### config.mk
export PLATFORM = sky130hd
export DESIGN_NAME = phy_misc_irq_diag_regs
export DESIGN_NICKNAME = d
export VERILOG_FILES = /design/src/verilog/phy_regs_pkg.sv /design/src/verilog/phy_misc_irq_diag_regs.sv
export SDC_FILE = /design/constraint.sdc
export NUM_CORES = 1
export LEC_CHECK = 0
export ABC_AREA = 1
export BUFFER_PORTS_ARGS = -buffer_cell sky130_fd_sc_hd__buf_2
export CAP_MARGIN = 20
export CORE_AREA = 2 2 76 78
export CTS_CLUSTER_DIAMETER = 50
export DETAILED_ROUTE_END_ITERATION = 10
export DIE_AREA = 0 0 78 80
export PLACE_DENSITY = 0.72
export SLEW_MARGIN = 20
export SYNTH_ARGS = -nofsm -noshare
export SYNTH_HDL_FRONTEND = slang
export SYNTH_SLANG_ARGS = --single-unit
### constraint.sdc
create_clock -name CLK -period 1.15 [get_ports CLK]
set_input_delay 0.1725 -clock CLK [delete_from_list [all_inputs] [get_ports CLK]]
set_output_delay 0.1725 -clock CLK [all_outputs]
set_load 0.02 [all_outputs]
### src/verilog/phy_regs_pkg.sv
// Constants for the transceiver vendor management register bank
// Overview of operation
// - Reg16 bit8 sets pin 1 direction, resets one
// - Reg16 bit9 reads or drives pin 1
// - Reg16 bit7 reads or drives pin 0
// - Reg16 bit6 sets pin 0 direction, resets one
// - Reg16 bit5 disables auto-polarity, resets zero
// - Auto-polarity on: status shows reversed polarity
// - Auto-polarity off: written one inverts transmitter
// - Reversed: eight inverted NLPs or inverted FLP
// - Reg16 bit0 gates receive clock when idle
// - Clock restarts before RX_DV, stops 64 after
// - Loopback or bypass keeps receive clock running
// - Reg17 bits 15..8 are read-write enables
// - Bit7 jabber flag; flags clear on read
// - Bit6 set on receive error rising edge
// - Bit5 set on new page received
// - Bit4 set on parallel detection fault
// - Bit3 set on acknowledged FLP burst
// - Bit1 set on remote fault
// - Bit0 set on negotiation complete
// - Reg16 bit14 selects interrupt output polarity
// - Reg18 bit11 reports negotiated full duplex
// - Reg18 bit10 reports 100 Mbps speed
// - Reg18 bit9 reports valid signal detected
// - Reg18 bit8 PLL lock, held until read
package phy_regs_pkg;
    localparam logic [4:0] MISC_ADDR = 5'h10;
    localparam logic [4:0] IRQ_ADDR  = 5'h11;
    localparam logic [4:0] DIAG_ADDR = 5'h12;
    localparam int IRQ_POL_BIT  = 14;
    localparam int GP1_DATA_BIT = 9;
    localparam int GP1_DIR_BIT  = 8;
    localparam int GP0_DATA_BIT = 7;
    localparam int GP0_DIR_BIT  = 6;
    localparam int APOL_DIS_BIT = 5;
    localparam int POL_BIT      = 4;
    localparam int RXCG_BIT     = 0;
    localparam int EN_LSB       = 8;
    localparam int NEGOTIATED_FULL_DUPLEX_BIT     = 11;
    localparam int SPEED_BIT    = 10;
    localparam int PASS_BIT     = 9;
    localparam int LOCK_BIT     = 8;
    localparam int NLP_INV_COUNT = 8;
    localparam int RXCLK_HOLD    = 64;
endpackage

### src/verilog/phy_misc_irq_diag_regs.sv
// Vendor management registers: GPIO, polarity, receive clock gate, events, diagnostics
//
// Design decision made here: the address-and-strobe port.
`timescale 1ns/1ps
`default_nettype none
module phy_misc_irq_diag_regs (
    // Clock and reset
    input  wire logic        CLK,
    input  wire logic        SRST,
    // Register port
    input  wire logic [4:0]  ADDR,
    input  wire logic [15:0] WDATA,
    input  wire logic        WR,
    input  wire logic        RD,
    output logic      [15:0] RDATA,
    // General purpose pins
    input  wire logic [1:0]  GPIO_IN,
    output logic      [1:0]  GPIO_OUT,
    output logic      [1:0]  GPIO_OE,
    // Polarity
    input  wire logic        NLP_SEEN,
    input  wire logic        NLP_INVERTED,
    input  wire logic        FLP_INVERTED,
    output logic             TX_POL_INVERT,
    // Receive clock gate
    input  wire logic        LINK_UP,
    input  wire logic        LOOPBACK,
    input  wire logic        PCS_BYPASS,
    input  wire logic        RX_DV_NEXT,
    output logic             RX_CLK_EN,
    // Events, same clock domain
    input  wire logic        JABBER_EV,
    input  wire logic        RX_ER,
    input  wire logic        PAGE_EV,
    input  wire logic        PD_FAULT_EV,
    input  wire logic        ACK_FLP_EV,
    input  wire logic        REMOTE_FAULT_EV,
    input  wire logic        ANEG_DONE_EV,
    // Diagnostics
    input  wire logic        FULL_DUPLEX,
    input  wire logic        SPEED_100,
    input  wire logic        SIGNAL_PASS,
    input  wire logic        PLL_LOCKED,
    // Interrupt
    output logic             IRQ_OUTPUT
);
    // Register state
    logic [1:0] gp_dir, gp_data, gp_s1, gp_s2;
    logic       irq_polarity_select, apol_dis, pol_stat, tx_inv, rxcg;
    logic [7:0] event_en, event_flag;
    logic       lock_hold, rx_er_d, link_d;
    logic [3:0] nlp_cnt;
    logic [6:0] hold_cnt;
    logic [1:0] next_gp_dir, next_gp_data;
    logic       next_irq_pol, next_apol_dis, next_pol_stat, next_tx_inv, next_rxcg;
    logic [7:0] next_en, next_flag, ev;
    logic       next_lock, next_rxen, rx_en, next_irq;
    logic [3:0] next_nlp;
    logic [6:0] next_hold;
    logic [15:0] rd_word, next_rdata;
    logic       wr_misc, wr_irq, rd_irq, rd_diag;

    assign wr_misc = WR && ADDR == phy_regs_pkg::MISC_ADDR;
    assign wr_irq  = WR && ADDR == phy_regs_pkg::IRQ_ADDR;
    assign rd_irq  = RD && ADDR == phy_regs_pkg::IRQ_ADDR;
    assign rd_diag = RD && ADDR == phy_regs_pkg::DIAG_ADDR;

    // Event vector, bit 7 jabber down to bit 0 negotiation complete
    always_comb begin
        ev[7] = JABBER_EV;
        ev[6] = RX_ER && !rx_er_d;
        ev[5] = PAGE_EV;
        ev[4] = PD_FAULT_EV;
        ev[3] = ACK_FLP_EV;
        ev[2] = link_d && !LINK_UP;
        ev[1] = REMOTE_FAULT_EV;
        ev[0] = ANEG_DONE_EV;
    end

    always_comb begin
        rd_word = 16'h0000;
        case (ADDR)
            phy_regs_pkg::MISC_ADDR: begin
                rd_word[phy_regs_pkg::IRQ_POL_BIT]  = irq_polarity_select;
                rd_word[phy_regs_pkg::GP1_DATA_BIT] = gp_dir[1] ? gp_s2[1] : gp_data[1];
                rd_word[phy_regs_pkg::GP1_DIR_BIT]  = gp_dir[1];
                rd_word[phy_regs_pkg::GP0_DATA_BIT] = gp_dir[0] ? gp_s2[0] : gp_data[0];
                rd_word[phy_regs_pkg::GP0_DIR_BIT]  = gp_dir[0];
                rd_word[phy_regs_pkg::APOL_DIS_BIT] = apol_dis;
                rd_word[phy_regs_pkg::POL_BIT]      = apol_dis ? tx_inv : pol_stat;
                rd_word[phy_regs_pkg::RXCG_BIT]     = rxcg;
            end
            phy_regs_pkg::IRQ_ADDR: rd_word = {event_en, event_flag};
            phy_regs_pkg::DIAG_ADDR: begin
                rd_word[phy_regs_pkg::NEGOTIATED_FULL_DUPLEX_BIT]  = FULL_DUPLEX;
                rd_word[phy_regs_pkg::SPEED_BIT] = SPEED_100;
                rd_word[phy_regs_pkg::PASS_BIT]  = SIGNAL_PASS;
                rd_word[phy_regs_pkg::LOCK_BIT]  = lock_hold;
            end
            default: rd_word = 16'h0000;
        endcase
    end

    always_comb begin
        next_gp_dir   = gp_dir;
        next_gp_data  = gp_data;
        next_irq_pol  = irq_polarity_select;
        next_apol_dis = apol_dis;
        next_tx_inv   = tx_inv;
        next_rxcg     = rxcg;
        next_en       = event_en;
        next_rdata    = RD ? rd_word : 16'h0000;
        if (wr_misc) begin
            next_irq_pol  = WDATA[phy_regs_pkg::IRQ_POL_BIT];
            next_gp_dir   = {WDATA[phy_regs_pkg::GP1_DIR_BIT], WDATA[phy_regs_pkg::GP0_DIR_BIT]};
            next_gp_data  = {WDATA[phy_regs_pkg::GP1_DATA_BIT], WDATA[phy_regs_pkg::GP0_DATA_BIT]};
            next_apol_dis = WDATA[phy_regs_pkg::APOL_DIS_BIT];
            next_rxcg     = WDATA[phy_regs_pkg::RXCG_BIT];
            if (WDATA[phy_regs_pkg::APOL_DIS_BIT] || apol_dis)
                next_tx_inv = WDATA[phy_regs_pkg::POL_BIT];
        end
        if (wr_irq)
            next_en = WDATA[15:phy_regs_pkg::EN_LSB];
        // Set wins over the read clear
        next_flag = (rd_irq ? 8'h00 : event_flag) | ev;
        next_lock = (rd_diag ? 1'b0 : lock_hold) | PLL_LOCKED;
    end

    // Polarity detector: eight inverted NLPs in a row or one inverted FLP burst
    always_comb begin
        next_nlp      = nlp_cnt;
        next_pol_stat = pol_stat;
        if (NLP_SEEN)
            next_nlp = NLP_INVERTED ? ((nlp_cnt == 4'(phy_regs_pkg::NLP_INV_COUNT))
                                       ? nlp_cnt : nlp_cnt + 4'h1) : 4'h0;
        if (apol_dis)
            next_pol_stat = 1'b0;
        else if (FLP_INVERTED || next_nlp == 4'(phy_regs_pkg::NLP_INV_COUNT))
            next_pol_stat = 1'b1;
        else if (NLP_SEEN && !NLP_INVERTED)
            next_pol_stat = 1'b0;
    end

    // Receive clock gate; RX_DV_NEXT leads RX_DV by one cycle so the clock resumes early
    always_comb begin
        next_hold = hold_cnt;
        if (RX_DV_NEXT)
            next_hold = 7'(phy_regs_pkg::RXCLK_HOLD);
        else if (hold_cnt != 7'h00)
            next_hold = hold_cnt - 7'h01;
        if (LOOPBACK || PCS_BYPASS)
            next_rxen = 1'b1;
        else if (!LINK_UP || !rxcg)
            next_rxen = 1'b1;
        else
            next_rxen = RX_DV_NEXT || hold_cnt != 7'h00;
        next_irq = ((event_flag & event_en) != 8'h00) ~^ irq_polarity_select;
    end

    always_ff @(posedge CLK) begin
        if (SRST) begin
            gp_dir              <= 2'h3;
            gp_data             <= 2'h0;
            gp_s1               <= 2'h0;
            gp_s2               <= 2'h0;
            irq_polarity_select <= 1'b0;
            apol_dis            <= 1'b0;
            pol_stat            <= 1'b0;
            tx_inv              <= 1'b0;
            rxcg                <= 1'b0;
            event_en            <= 8'h00;
            event_flag          <= 8'h00;
            lock_hold           <= 1'b0;
            rx_er_d             <= 1'b0;
            link_d              <= 1'b0;
            nlp_cnt             <= 4'h0;
            hold_cnt            <= 7'h00;
            rx_en               <= 1'b1;
            RDATA               <= 16'h0000;
            IRQ_OUTPUT          <= 1'b1;
        end else begin
            gp_dir              <= next_gp_dir;
            gp_data             <= next_gp_data;
            gp_s1               <= GPIO_IN;
            gp_s2               <= gp_s1;
            irq_polarity_select <= next_irq_pol;
            apol_dis            <= next_apol_dis;
            pol_stat            <= next_pol_stat;
            tx_inv              <= next_tx_inv;
            rxcg                <= next_rxcg;
            event_en            <= next_en;
            event_flag          <= next_flag;
            lock_hold           <= next_lock;
            rx_er_d             <= RX_ER;
            link_d              <= LINK_UP;
            nlp_cnt             <= next_nlp;
            hold_cnt            <= next_hold;
            rx_en               <= next_rxen;
            RDATA               <= next_rdata;
            IRQ_OUTPUT          <= next_irq;
        end
    end

    // Registered data and enables for the pins
    assign GPIO_OUT      = gp_data;
    assign GPIO_OE       = ~gp_dir;
    assign TX_POL_INVERT = apol_dis & tx_inv;
    assign RX_CLK_EN     = rx_en;

    flag_clear_a: assert property (@(posedge CLK) disable iff (SRST)
        rd_irq && ev == 8'h00 |=> event_flag == 8'h00)
        else $error("event flags not cleared by read");

    rxer_edge_a: assert property (@(posedge CLK) disable iff (SRST)
        RX_ER && !rx_er_d |=> event_flag[6])
        else $error("receive error edge lost");

    link_loss_a: assert property (@(posedge CLK) disable iff (SRST)
        $fell(LINK_UP) |=> event_flag[2])
        else $error("link loss flag missing");

    irq_level_a: assert property (@(posedge CLK) disable iff (SRST)
        (event_flag & event_en) != 8'h00 |=> IRQ_OUTPUT == irq_polarity_select)
        else $error("interrupt not asserted");

    loop_clock_a: assert property (@(posedge CLK) disable iff (SRST)
        LOOPBACK |=> RX_CLK_EN)
        else $error("receive clock gated in loopback");

    gate_stop_a: assert property (@(posedge CLK) disable iff (SRST)
        rxcg && LINK_UP && !LOOPBACK && !PCS_BYPASS && hold_cnt == 7'h00
        && !RX_DV_NEXT |=> !RX_CLK_EN)
        else $error("receive clock not gated");

    dv_start_a: assert property (@(posedge CLK) disable iff (SRST)
        RX_DV_NEXT |=> RX_CLK_EN)
        else $error("receive clock late before data");

    lock_hold_a: assert property (@(posedge CLK) disable iff (SRST)
        PLL_LOCKED ##1 !rd_diag |=> lock_hold)
        else $error("lock indication dropped before read");

    flp_pol_a: assert property (@(posedge CLK) disable iff (SRST)
        FLP_INVERTED && !apol_dis |=> pol_stat)
        else $error("inverted burst not reported");

    gpio_dir_a: assert property (@(posedge CLK) disable iff (SRST)
        wr_misc |=> GPIO_OE[0] == !$past(WDATA[phy_regs_pkg::GP0_DIR_BIT]))
        else $error("pin 0 direction not applied");

    gp1_dir_a: assert property (@(posedge CLK) disable iff (SRST)
        wr_misc |=> GPIO_OE[1] == !$past(WDATA[phy_regs_pkg::GP1_DIR_BIT]))
        else $error("pin 1 direction not applied");

    gp_out_a: assert property (@(posedge CLK) disable iff (SRST)
        wr_misc |=> GPIO_OUT == {$past(WDATA[phy_regs_pkg::GP1_DATA_BIT]),
                                 $past(WDATA[phy_regs_pkg::GP0_DATA_BIT])})
        else $error("pin output data not applied");

    gp1_read_a: assert property (@(posedge CLK) disable iff (SRST)
        RD && ADDR == phy_regs_pkg::MISC_ADDR && gp_dir[1]
        |=> RDATA[phy_regs_pkg::GP1_DATA_BIT] == $past(gp_s2[1]))
        else $error("pin 1 level not returned");

    gp0_read_a: assert property (@(posedge CLK) disable iff (SRST)
        RD && ADDR == phy_regs_pkg::MISC_ADDR && gp_dir[0]
        |=> RDATA[phy_regs_pkg::GP0_DATA_BIT] == $past(gp_s2[0]))
        else $error("pin 0 level not returned");

    apol_write_a: assert property (@(posedge CLK) disable iff (SRST)
        wr_misc |=> apol_dis == $past(WDATA[phy_regs_pkg::APOL_DIS_BIT]))
        else $error("auto-polarity disable not stored");

    apol_clear_a: assert property (@(posedge CLK) disable iff (SRST)
        apol_dis |=> !pol_stat)
        else $error("polarity status set while disabled");

    nlp_clear_a: assert property (@(posedge CLK) disable iff (SRST)
        !apol_dis && NLP_SEEN && !NLP_INVERTED && !FLP_INVERTED |=> !pol_stat)
        else $error("normal pulse did not clear polarity");

    nlp_count_a: assert property (@(posedge CLK) disable iff (SRST)
        !apol_dis && NLP_SEEN && NLP_INVERTED
        && nlp_cnt == 4'(phy_regs_pkg::NLP_INV_COUNT - 1) |=> pol_stat)
        else $error("inverted pulse run not reported");

    tx_auto_a: assert property (@(posedge CLK) disable iff (SRST)
        !apol_dis |-> !TX_POL_INVERT)
        else $error("transmitter inverted under auto-polarity");

    tx_write_a: assert property (@(posedge CLK) disable iff (SRST)
        wr_misc && WDATA[phy_regs_pkg::APOL_DIS_BIT]
        |=> TX_POL_INVERT == $past(WDATA[phy_regs_pkg::POL_BIT]))
        else $error("transmitter inversion not applied");

    bypass_clock_a: assert property (@(posedge CLK) disable iff (SRST)
        PCS_BYPASS |=> RX_CLK_EN)
        else $error("receive clock gated in bypass");

    gate_off_a: assert property (@(posedge CLK) disable iff (SRST)
        !rxcg |=> RX_CLK_EN)
        else $error("receive clock gated while gating off");

    nolink_clock_a: assert property (@(posedge CLK) disable iff (SRST)
        !LINK_UP |=> RX_CLK_EN)
        else $error("receive clock gated without link");

    hold_load_a: assert property (@(posedge CLK) disable iff (SRST)
        RX_DV_NEXT |=> hold_cnt == 7'(phy_regs_pkg::RXCLK_HOLD))
        else $error("hold counter not reloaded");

    hold_count_a: assert property (@(posedge CLK) disable iff (SRST)
        !RX_DV_NEXT && hold_cnt != 7'h00 |=> hold_cnt == $past(hold_cnt) - 7'h01)
        else $error("hold counter not counting down");

    hold_run_a: assert property (@(posedge CLK) disable iff (SRST)
        hold_cnt != 7'h00 |=> RX_CLK_EN)
        else $error("receive clock stopped during hold");

    jabber_set_a: assert property (@(posedge CLK) disable iff (SRST)
        JABBER_EV |=> event_flag[7])
        else $error("jabber flag missing");

    page_set_a: assert property (@(posedge CLK) disable iff (SRST)
        PAGE_EV |=> event_flag[5])
        else $error("page flag missing");

    pd_set_a: assert property (@(posedge CLK) disable iff (SRST)
        PD_FAULT_EV |=> event_flag[4])
        else $error("parallel fault flag missing");

    ack_set_a: assert property (@(posedge CLK) disable iff (SRST)
        ACK_FLP_EV |=> event_flag[3])
        else $error("partner acknowledge flag missing");

    remote_set_a: assert property (@(posedge CLK) disable iff (SRST)
        REMOTE_FAULT_EV |=> event_flag[1])
        else $error("remote fault flag missing");

    aneg_set_a: assert property (@(posedge CLK) disable iff (SRST)
        ANEG_DONE_EV |=> event_flag[0])
        else $error("negotiation done flag missing");

    flag_sticky_a: assert property (@(posedge CLK) disable iff (SRST)
        !rd_irq |=> (event_flag & $past(event_flag)) == $past(event_flag))
        else $error("event flag lost without read");

    flag_read_a: assert property (@(posedge CLK) disable iff (SRST)
        rd_irq |=> RDATA == {$past(event_en), $past(event_flag)})
        else $error("event register read wrong");

    enable_write_a: assert property (@(posedge CLK) disable iff (SRST)
        wr_irq |=> event_en == $past(WDATA[15:phy_regs_pkg::EN_LSB]))
        else $error("event enables not stored");

    enable_hold_a: assert property (@(posedge CLK) disable iff (SRST)
        !wr_irq |=> $stable(event_en))
        else $error("event enables changed without write");

    irq_idle_a: assert property (@(posedge CLK) disable iff (SRST)
        (event_flag & event_en) == 8'h00 && !wr_misc
        |=> IRQ_OUTPUT != irq_polarity_select)
        else $error("interrupt active with no enabled flag");

    irq_pol_a: assert property (@(posedge CLK) disable iff (SRST)
        wr_misc |=> irq_polarity_select == $past(WDATA[phy_regs_pkg::IRQ_POL_BIT]))
        else $error("interrupt polarity not stored");

    duplex_read_a: assert property (@(posedge CLK) disable iff (SRST)
        rd_diag |=> RDATA[phy_regs_pkg::NEGOTIATED_FULL_DUPLEX_BIT] == $past(FULL_DUPLEX))
        else $error("duplex read wrong");

    speed_read_a: assert property (@(posedge CLK) disable iff (SRST)
        rd_diag |=> RDATA[phy_regs_pkg::SPEED_BIT] == $past(SPEED_100))
        else $error("speed read wrong");

    pass_read_a: assert property (@(posedge CLK) disable iff (SRST)
        rd_diag |=> RDATA[phy_regs_pkg::PASS_BIT] == $past(SIGNAL_PASS))
        else $error("signal detect read wrong");

    lock_read_a: assert property (@(posedge CLK) disable iff (SRST)
        rd_diag |=> RDATA[phy_regs_pkg::LOCK_BIT] == $past(lock_hold))
        else $error("lock read wrong");

    lock_clear_a: assert property (@(posedge CLK) disable iff (SRST)
        rd_diag && !PLL_LOCKED |=> !lock_hold)
        else $error("lock not cleared by read");
endmodule
`default_nettype wire

After elaboration in Yosys (flattened, before gate mapping):

Cells that the tools add are included.

* flip-flop bits (word level): 61

* add/subtract/negate cells: 2
* equality and inequality tests: 5
* muxes and demuxes: 17
* bitwise logic cells: 8
* reductions and logical operators: 26

Operator list (count)
* equality test 5 bit, second input constant: 3
* 2-to-1 mux 7 bit: 2
* 2-to-1 mux 4 bit: 3
* bitwise AND 8 bit: 1
* equality test 4 bit, second input constant: 2
* 2-to-1 mux 8 bit: 1
* OR 8 bit: 1
* one-hot mux 4 bit (2 select lines): 1
* nonzero test 8 bit: 1
* logical AND 1 bit: 7
* nonzero test 7 bit: 1
* subtractor 7 x 1 -> 7 bit, second input constant: 1
* 2-to-1 mux 1 bit: 6
* one-hot mux 2 bit (3 select lines): 1
* OR reduction 2 bit: 3
* OR reduction 3 bit: 2
* logical OR 1 bit: 5
* adder 4 x 1 -> 4 bit, second input constant: 1
* zero test 1 bit: 4
* one-hot mux 1 bit (2 select lines): 2
* one-hot mux 2 bit (2 select lines): 1
* nonzero test 2 bit: 2
* NOT 1 bit: 2
* NOT 2 bit: 1
* other kinds (4): 4

Longest topological paths before layout:

Gate-level depths: netlist of the first run.

* depth in word-level cells: 7
* depth in mapped cells: 10
* mapped depth without buffers: 10

Worst setup path after synthesis of the first run:

OpenSTA, ideal clock, no wires.

* path kind: reg2reg
* start: register hold_cnt[0]
* end: register hold_cnt[1]
* library setup time: 0.119 ns
* arrival time: 1.082 ns
* required time: 1.031 ns
* setup slack: -0.052 ns
* cell stages (with the launch flop): 8
* path buffers: 0
* clock period less this slack: 1.202 ns
* cell sequence: dfxtp_1 -> inv_1 -> ha_1 -> nand3_1 -> nor2_1 -> inv_1 -> o21ai_0 -> a21oi_1

* word-level cells in the longest chain between the ends: 1

RTL lines
* start: declaration: line phy_misc_irq_diag_regs.sv:53 `logic [6:0] hold_cnt;`
* start signal: assignment: line phy_misc_irq_diag_regs.sv:197 `hold_cnt <= next_hold;`
* subtractor 7 x 1 -> 7 bit or nonzero test 7 bit (tied branches): line phy_misc_irq_diag_regs.sv:150, phy_misc_irq_diag_regs.sv:149

Several ways; a longest one is shown, not always the timed one.
A chain may end at the register's enable or synchronous reset.

Worst setup path in the final report of the first run:

* start: register hold_cnt[2]
* end: register hold_cnt[5]

The elaborated chain is that of the path after synthesis.

==> out/qor.csv, run 1 <==
metric,value,unit
outcome,finished with violations,
failed_checks,setup timing,
place_area,2880,um^2
seq_area_frac_synth,0.511,
stdcell_area,3280,um^2
setup_tns,-0.0946,ns
clockRootBuffer,clkbuf_8,
tightest_slew,0.441,ns
place_ws,-0.0843,ns
grt_pass1_vias,2197,
slowest_stage,dfxtp_2,
avgSynthCellArea,8.02,um^2
finalPower,5.18,mW
drt_iter0_markers,132,
synth_edf_count,0,
worstPathCellList,nor2_1 -> nand2_1 -> or2_1 -> nor2_2 -> xnor2_1 -> nor2_1,
die_w,78,um
grt_pass1_wl,9470,um
hold_class,in2reg,
io_buffer_count,64,
setup_viol,2,
fin_skew,0.00541,ns
cp.required,1.38,ns
final_max_slew_viol_count,0,
core_area,5410,um^2
ir_drop,848,uV
clock_sinks,61,
cts_buffers,9,
leakagePower,1.54,nW
yosysWarnings,0,
maxCapViolations,0,
place_hpwl,4060,um
period_share,1.05,
async_flop_share,0,
syn_inst,298,
die_y,80,um
hold_viol,0,
area_growth,37.3,%
synth_cell_types,32,
drive_gt1_frac,0.362,
diodes,0,
cts_tree,done,
arrival,1.44,ns
rsz0062_at_grt,true,
drcViolationCount,0,
fin_ws,-0.0554,ns
clkTransAtPathRegs,0.07,ns
fmax,0.830,GHz
cp_max_fo,3,
syn_area,2390,um^2
start_util,0.442,
power.density,1580,nW/um^2
insertion_delay,0.33,ns
final_common_cell,buf_2,
period_needed,1.21,ns
path_class,reg2reg,
place_congestion,0.805,
end_kind,flop,
ys_seq_elements,61,
startpoint_type,flop,
ant_nets,0,
cts_buffer_depth,2,
wire_per_inst,12.6,um
routed_wl,5860,um
grt_max_degree,17,
die_area,6240,um^2
dr.pass1.iters,5,
cp_slowest_stage_delay,0.35,ns
antenna_found_initial,0,
synth_ff_type,dfxtp_1,
htree_levels,3,
final_util,0.607,
cts.hold.buffers_added,0,
syn-num-nets,346,
track_usage,0.194,
final_cell_mix,"62 x buf_2, 55 x dfxtp_1, 45 x nor2_1, 41 x inv_1, 34 x nand2_1",
nets,435,
crit_top_cell,nor2_1,
io_pins,68,
rows,27,
viasPerCell,4.82,
overflow,0,
slew_headroom,0.706,
vias,2236,
-- final timing paths --
path | start | endpoint | slack (ns) | cells past startpoint
setup / recovery | hold_cnt[2]$_SDFFE_PP0P_ | hold_cnt[5]$_SDFFE_PP0P_ | -0.06 | 6
hold / removal | LOOPBACK | RX_CLK_EN$_SDFF_PP1_ | 0.03 | 3
setup reg to reg | hold_cnt[2]$_SDFFE_PP0P_ | hold_cnt[5]$_SDFFE_PP0P_ | -0.06 | 6
hold reg to reg | gp_s1[1]$_SDFF_PP0_ | gp_s2[1]$_SDFF_PP0_ | 0.42 | 2
-- routing by layer --
layer | track usage | wire (um)
met3 | 0.0385 | 301
met4 | 0.0842 | 97
met5 | 0 | 0
met2 | 0.353 | 2920
met1 | 0.219 | 2540
-- Yosys cell counts, drive strengths merged (2+ instances only) --
| cell | instances | share of area |
|---|---|---|
| dfxtp | 61 | 0.51 |
| buf | 4 | 0.014 |
| nor2 | 54 | 0.097 |
| ha | 3 | 0.016 |
| nor3 | 7 | 0.015 |
| inv | 48 | 0.075 |
| o21ai | 24 | 0.050 |
| xnor2 | 2 | 0.0073 |
| nand4 | 2 | 0.012 |
| nand3 | 10 | 0.026 |
| a21oi | 25 | 0.054 |
| clkbuf | 3 | 0.0047 |
| nand2 | 37 | 0.060 |
| o22ai | 8 | 0.021 |
-- registers in the layout, summed over array words and instances, names as in the netlist, 2 cells and up --
| name | flops |
|---|---|
| GPIO_OUT | 2 |
| RDATA | 16 |
| event_en | 8 |
| event_flag | 8 |
| gp_dir | 2 |
| gp_s1 | 2 |
| gp_s2 | 2 |
| hold_cnt | 7 |
| nlp_cnt | 4 |
-- logic make-up after synthesis --
family,after synthesis,share of synthesized area
compound gates,62,0.147
xor+xnor,3,0.0110
fa+ha+maj,3,0.0157
buf+inv,56,0.0959
flops,61,0.511
mux,1,0.00419
simple gates,112,0.215
-- per-stage QoR --
step	hold WS (ns)	instances
after detailed placement	0.370	443
after floorplan	0.274	298
after global routing	0.0262	464
final	0.0268	464
after CTS	0.0202	461
after global placement	0.360	443
-- repair_timing --
action	in CTS	in global routing
pin swaps	9	10
endpoints found under the hold margin	0	0
resized for setup	24	19
endpoints found under the setup margin	11	14
buffers inserted	2	4
-- critical path: cells and delay by family, from the launching register on --
| kind | cells | cell delay, ns |
|---|---|---|
| and+or+nand+nor | 5 | 0.63 |
| DFF | 1 | 0.35 |
| xor gates and xnor gates | 1 | 0.12 |
-- report_power, final --
part           total (mW)  internal, mW  switching [mW]
registers            2.28          2.21          0.0752
clock network        2.12          1.27           0.841
logic               0.779         0.372           0.407
total                5.18          3.85            1.32
-- final cells by class --
| class | count | area (um^2) |
|---|---|---|
| clock buffer | 10 | 138 |
| sequential | 61 | 1230 |
| timing repair buffer | 85 | 494 |
| clock inverter | 6 | 86.3 |
| tap | 72 | 90.1 |
| fill | 484 | 2120 |
| multi-input combinational | 181 | 1050 |
| inverter | 49 | 188 |
Power figures use the tool's default switching activity.
==> run 2, diff against run 1 <==
--- a/config.mk
+++ b/config.mk
@@ -8,12 +8,11 @@
 export ABC_AREA = 1
 export BUFFER_PORTS_ARGS = -buffer_cell sky130_fd_sc_hd__buf_2
 export CAP_MARGIN = 20
-export CORE_AREA = 2 2 76 78
+export CORE_AREA = 2 2 86 88
 export CTS_CLUSTER_DIAMETER = 50
 export DETAILED_ROUTE_END_ITERATION = 10
-export DIE_AREA = 0 0 78 80
-export PLACE_DENSITY = 0.72
-export SLEW_MARGIN = 20
+export DIE_AREA = 0 0 88 90
+export RECOVER_POWER = 25
 export SYNTH_ARGS = -nofsm -noshare
 export SYNTH_HDL_FRONTEND = slang
 export SYNTH_SLANG_ARGS = --single-unit
==> run 2 against run 1 <==
Against the previous run:
- the run still ends with setup timing left
- register-to-register slack about the same
- global-route usage shrank 4.5 points
- clock-buffer cell count rose by 1
- sequential share of layout area down 0.28 points
- utilization decreased by 13 points
- final cell count rose by 6.7%
- critical endpoint is now hold_cnt[4]$_SDFFE_PP0P_
- largest cell class unchanged
- largest power group unchanged
==> out/qor.csv, run 2 (same netlist as run 1, synthesis figures left out) <==
metric,value,unit,change
core_area,7020,um^2,+30%
drt_iter0_markers,51,,-61%
worstHoldPathCells,3,,unchanged
final_cell_mix,"61 x buf_2, 54 x dfxtp_1, 44 x nor2_1, 41 x inv_1, 32 x nand2_1",,
die_w,88,um,+13%
path_buf_inv,3,,+3
vias,2175,,-2.7%
r2r_slack,-0.05,ns,about the same
grt_pass1_vias,1982,,-9.8%
fin_skew,0.00472,ns,-0.000696 ns
track_usage,0.148,,-0.0452
r2r_end,hold_cnt[4]$_SDFFE_PP0P_,,
setup_viol,4,,+2
nets,439,,+0.92%
slew_headroom,0.677,,-0.0286
worstPathCellList,inv_4 -> buf_6 -> ha_4 -> buf_4 -> nand2_2 -> xor2_1 -> nor2_2,,
dr.pass1.iters,4,,-1
failed_checks,setup timing,,
diodes,0,,unchanged
place_congestion,0.879,,+9.2%
io_pins,68,,unchanged
holdCritStartpoint,LOOPBACK,,
rsz0062_at_grt,true,,
power.density,1490,nW/um^2,-5.4%
die_y,90,um,+13%
cp_slowest_stage_delay,0.34,ns,about the same
worstRegToRegCells,7,,+1
place_hpwl,4160,um,+2.5%
slowest_stage,dfxtp_2,,
hold_end,RX_CLK_EN$_SDFF_PP1_,,
arrival,1.43,ns,about the same
grt_max_degree,17,,unchanged
cts_buffer_depth,2,,unchanged
wire_per_inst,11.7,um,-7.8%
insertion_delay,0.33,ns,about the same
grtUsageMet1,0.185,,-0.0339
grt_most_used_layer,met2,,
fmax,0.832,GHz,+0.31%
maxCapViolations,0,,unchanged
clock_sinks,61,,unchanged
ir_drop,615,uV,-27%
cp.required,1.37,ns,about the same
path_class,reg2reg,,
drcViolationCount,0,,unchanged
cts_tree,done,,
die_area,7920,um^2,+27%
routed_wl,5770,um,-1.6%
cp_max_fo,3,,unchanged
top_regs,"RDATA: 16 flops, event_en: 8 flops, event_flag: 8 flops",,
io_buffer_count,64,,unchanged
top_register,RDATA,,
use_met2,0.231,,-0.122
clkTransAtPathRegs,0.07,ns,about the same
startpoint_type,flop,,
start_util,0.340,,-0.102
rows,31,,+15%
crit_family,flip-flops,,
leakagePower,1.54,nW,+0.32%
outcome,finished with violations,,
final_util,0.472,,-0.135
regToRegStartpoint,hold_cnt[0]$_SDFFE_PP0P_,,
tightest_slew,0.484,ns,+0.0434 ns
startpoint,hold_cnt[0]$_SDFFE_PP0P_,,
final_max_slew_viol_count,0,,unchanged
overflow,0,,unchanged
viasPerCell,4.39,,-8.8%
antenna_found_initial,0,,unchanged
place_ws,-0.0960,ns,-0.0117 ns
period_needed,1.20,ns,-0.00369 ns
period_share,1.04,,-0.00321
hold_class,in2reg,,
fin_ws,-0.0517,ns,+0.00369 ns
drive_gt1_frac,0.369,,+0.00644
ant_nets,0,,unchanged
htree_levels,3,,unchanged
cts_buffers,9,,unchanged
end_kind,flop,,
final_common_cell,buf_2,,
nFillCells,699,,+44%
use_met3,0.0615,,+0.0231
area_growth,38.8,%,
hold_viol,0,,unchanged
clockRootBuffer,clkbuf_8,,
grt_pass1_wl,9000,um,-5.0%
largest_reg_flops,16,,unchanged
run 2: worst max path at each step:
| stage | endpoint | slack (ns) | cells past startpoint |
|---|---|---|---|
| 2_1_floorplan | hold_cnt[1]$_SDFFE_PP0P_ | -0.01 | 7 |
| 3_3_place_gp | pol_stat$_SDFFE_PP0P_ | -0.06 | 10 |
| 3_5_place_dp | pol_stat$_SDFFE_PP0P_ | -0.1 | 7 |
| 4_1_cts | hold_cnt[0]$_SDFFE_PP0P_ | -0.02 | 7 |
| 5_1_grt | pol_stat$_SDFFE_PP0P_ | -0.16 | 10 |
| 6_report | hold_cnt[4]$_SDFFE_PP0P_ | -0.05 | 7 |
run 2: layer usage:
layer  share of wire  wire [um]
met4           0.012         72
met3           0.055        317
met2            0.47       2710
met5               0          0
met1            0.46       2670
run 2: final cells by class:
cell class                      count  area, um^2  share of cell area
Inverter                           49         189              0.0570
Timing Repair Buffer               89         520               0.157
Multi-Input combinational cell    181        1050               0.318
Sequential cell                    61        1240               0.373
Clock inverter                      5        50.0              0.0151
Tap cell                           99         124              0.0374
Clock buffer                       11         141              0.0426
run 2: worst min-delay path: cells and delay by family:
kind                   cells  cell delay (ns)
and+or+nand+nor            2             0.08
buffers and inverters      1             0.07
run 2: through the flow:
stage	power, mW	TNS [ns]	instances	hold slack, ns	area [um^2]
2_1_floorplan	2.64	-0.0148	298	0.274	2390
3_3_place_gp	2.88	-0.319	474	0.364	2940
3_5_place_dp	2.89	-0.574	474	0.368	2940
4_1_cts	4.85	-0.0375	491	0.00683	3220
5_1_grt	5.18	-1.52	495	0.0287	3320
6_report	4.95	-0.178	495	0.0249	3320
run 2: where the power goes:
part | switching, mW | leakage [nW] | internal, mW | total, mW
Clock | 0.824 | 0.103 | 1.05 | 1.87
Combinational | 0.404 | 0.940 | 0.396 | 0.800
Sequential | 0.0754 | 0.501 | 2.20 | 2.28
run 2: what timing repair did:
item                                    CTS  global route
setup buffers                             1             5
endpoints found under the setup margin   10            14
hold buffers                              0             0
pin swaps                                 7             8
cloned                                    0             0
resized for setup                        25            29
==> run 3, diff against run 2 <==
--- a/config.mk
+++ b/config.mk
@@ -13,6 +13,7 @@
 export DETAILED_ROUTE_END_ITERATION = 10
 export DIE_AREA = 0 0 88 90
 export RECOVER_POWER = 25
+export SETUP_SLACK_MARGIN = 0.02
 export SYNTH_ARGS = -nofsm -noshare
 export SYNTH_HDL_FRONTEND = slang
 export SYNTH_SLANG_ARGS = --single-unit
==> run 3 against run 2 <==
Against the previous run:
- the flow still finishes with violations (setup timing)
- maximum frequency up 0.21%
- wire length down 0.73%
- clock-buffer cell count down 2
- combinational power about the same
- critical path depth up 3
- first-iteration DRC count up 20%
- die area unchanged
- critical path type unchanged
- critical endpoint is now pol_stat$_SDFFE_PP0P_
- largest power group unchanged
==> out/qor.csv, run 3 (same netlist as run 1, synthesis figures left out) <==
metric,value,unit,change
p_int,3.61,mW,-0.89%
slew_headroom,0.714,,+0.0365
grt_most_used_layer,met2,,
grt_max_degree,17,,unchanged
core_area,7020,um^2,unchanged
p_seq_frac,0.459,,-0.002
dr.pass1.iters,4,,unchanged
outcome,finished with violations,,
grt_pass1_vias,2091,,+5.5%
nFillCells,710,,+1.6%
ant_nets,0,,unchanged
clock_sinks,61,,unchanged
cts.hold.buffers_added,0,,unchanged
vias,2170,,-0.23%
final_cells,492,,-0.61%
die_y,90,um,unchanged
startpoint_type,flop,,
final_common_cell,buf_2,,
nets,436,,-0.68%
drcViolationCount,0,,unchanged
final_util,0.471,,-0.00143
r2r_end,pol_stat$_SDFFE_PP0P_,,
end_kind,flop,,
cp_max_fo,4,,+1
period_needed,1.20,ns,-0.00253 ns
worstRegToRegCells,10,,+3
htree_levels,3,,unchanged
rows,31,,unchanged
cts_buffers,9,,unchanged
antenna_found_initial,0,,unchanged
failed_checks,setup timing,,
use_met2,0.235,,+0.00379
wire_per_inst,11.6,um,-0.12%
start_util,0.340,,unchanged
routed_wl,5730,um,-0.73%
top_register,RDATA,,
hold_end,RX_CLK_EN$_SDFF_PP1_,,
combPwrFrac,0.161,,about the same
place_congestion,0.838,,-4.6%
die_area,7920,um^2,unchanged
setup_viol,2,,-2
period_share,1.04,,-0.00220
path_class,reg2reg,,
drt_iter0_markers,61,,+20%
fin_ws,-0.0492,ns,+0.00253 ns
hold_viol,0,,unchanged
fin_skew,0.00805,ns,+0.00333 ns
viasPerCell,4.41,,+0.38%
power.density,1500,nW/um^2,+0.58%
hold_class,in2reg,,
place_hpwl,4190,um,+0.69%
final_max_slew_viol_count,0,,unchanged
diodes,0,,unchanged
clkTransAtPathRegs,0.07,ns,about the same
regToRegStartpoint,nlp_cnt[0]$_SDFF_PP0_,,
worstHoldPathCells,3,,unchanged
final_cell_mix,"60 x buf_2, 53 x dfxtp_1, 44 x nor2_1, 39 x inv_1, 28 x nand2_1",,
ir_drop,722,uV,+17%
r2r_slack,-0.05,ns,about the same
cts_buffer_depth,2,,unchanged
cts_tree,done,,
maxCapViolations,0,,unchanged
arrival,1.43,ns,about the same
drive_gt1_frac,0.384,,+0.0155
grtUsageMet1,0.171,,-0.0139
rsz0062_at_grt,true,,
io_buffer_count,64,,unchanged
insertion_delay,0.34,ns,about the same
largest_reg_flops,16,,unchanged
place_ws,-0.100,ns,-0.00404 ns
p_clk_frac,0.380,,+0.002
holdCritStartpoint,LOOPBACK,,
track_usage,0.144,,-0.00401
tightest_slew,0.429,ns,-0.0553 ns
clockRootBuffer,clkbuf_8,,
p_switching,1.35,mW,+3.6%
leakagePower,1.52,nW,-1.8%
io_pins,68,,unchanged
area_growth,38.4,%,
die_w,88,um,unchanged
overflow,0,,unchanged
use_met3,0.0404,,-0.0211
top_regs,"RDATA: 16 flops, event_en: 8 flops, event_flag: 8 flops",,
finalPower,4.96,mW,+0.28%
cp.required,1.38,ns,about the same
dp.cells,474,,unchanged
swShare,0.272,,+0.00862
grt_pass1_wl,8850,um,-1.7%
fmax,0.834,GHz,+0.21%
## run 3: cell types whose count changed in the layout (fill, tap and decap cells not counted), sizes merged
cell	change
buf	-1
clkbuf	-4
clkinv	+1
clkinvlp	+2
inv	-1
## run 3: power by group through the flow
stage,clock (mW),combinational (mW),sequential (mW)
after detailed placement,0,0.614,2.31
final,1.89,0.799,2.28
after global placement,0,0.602,2.30
after global routing,2.03,0.881,2.29
after floorplan,0,0.347,2.30
after CTS,1.93,0.669,2.26
## run 3: how the worst max path moves through the flow
stage	start	to	slack [ns]
after global routing	nlp_cnt[0]$_SDFF_PP0_	pol_stat$_SDFFE_PP0P_	-0.11
after detailed placement	nlp_cnt[0]$_SDFF_PP0_	pol_stat$_SDFFE_PP0P_	-0.10
after CTS	nlp_cnt[0]$_SDFF_PP0_	pol_stat$_SDFFE_PP0P_	-0.05
after global placement	nlp_cnt[0]$_SDFF_PP0_	pol_stat$_SDFFE_PP0P_	-0.07
after floorplan	hold_cnt[1]$_SDFFE_PP0P_	hold_cnt[5]$_SDFFE_PP0P_	0.02
final	nlp_cnt[0]$_SDFF_PP0_	pol_stat$_SDFFE_PP0P_	-0.05
## run 3: layout make-up
type	instances	area [um^2]	area share
multi-input cells	181	1050	0.319
well taps	99	124	0.0375
clock inverters	7	76.3	0.0231
repair buffers	86	499	0.151
inverters	49	193	0.0583
clock buffers	9	124	0.0375
flip-flops and latches	61	1240	0.374
## run 3: per-stage QoR
| stage | cell area, um^2 | hold slack (ns) | TNS, ns |
|---|---|---|---|
| 6_report | 3310 | 0.0241 | -0.0825 |
| 3_5_place_dp | 2950 | 0.367 | -1.08 |
| 2_1_floorplan | 2400 | 0.274 | 0 |
| 4_1_cts | 3220 | 0.00894 | -0.0722 |
| 5_1_grt | 3310 | 0.0223 | -0.619 |
| 3_3_place_gp | 2950 | 0.361 | -0.487 |
## run 3: per-layer routing
metal,vias to the layer above,routed length [um]
met5,-,0
met4,0,112
met3,11,275
met2,49,2760
met1,976,2580
li1,1134,-
## run 3: critical path, cell delays in order, from the launching register on
cell	delay, ns
dfxtp_4	0.39
inv_4	0.04
ha_4	0.15
nand3_4	0.06
nand2_2	0.06
nand2_2	0.06
nand3_2	0.07
nand2_2	0.07
nor2_1	0.04
nor2_1	0.09
nor2_1	0.04
## run 3: what timing repair did
item                                    4_1_cts  5_1_grt
resized for setup                            20       35
hold endpoints to repair                      0        0
setup buffers                                 1        1
pin swaps                                     9        9
endpoints found under the setup margin       14       15
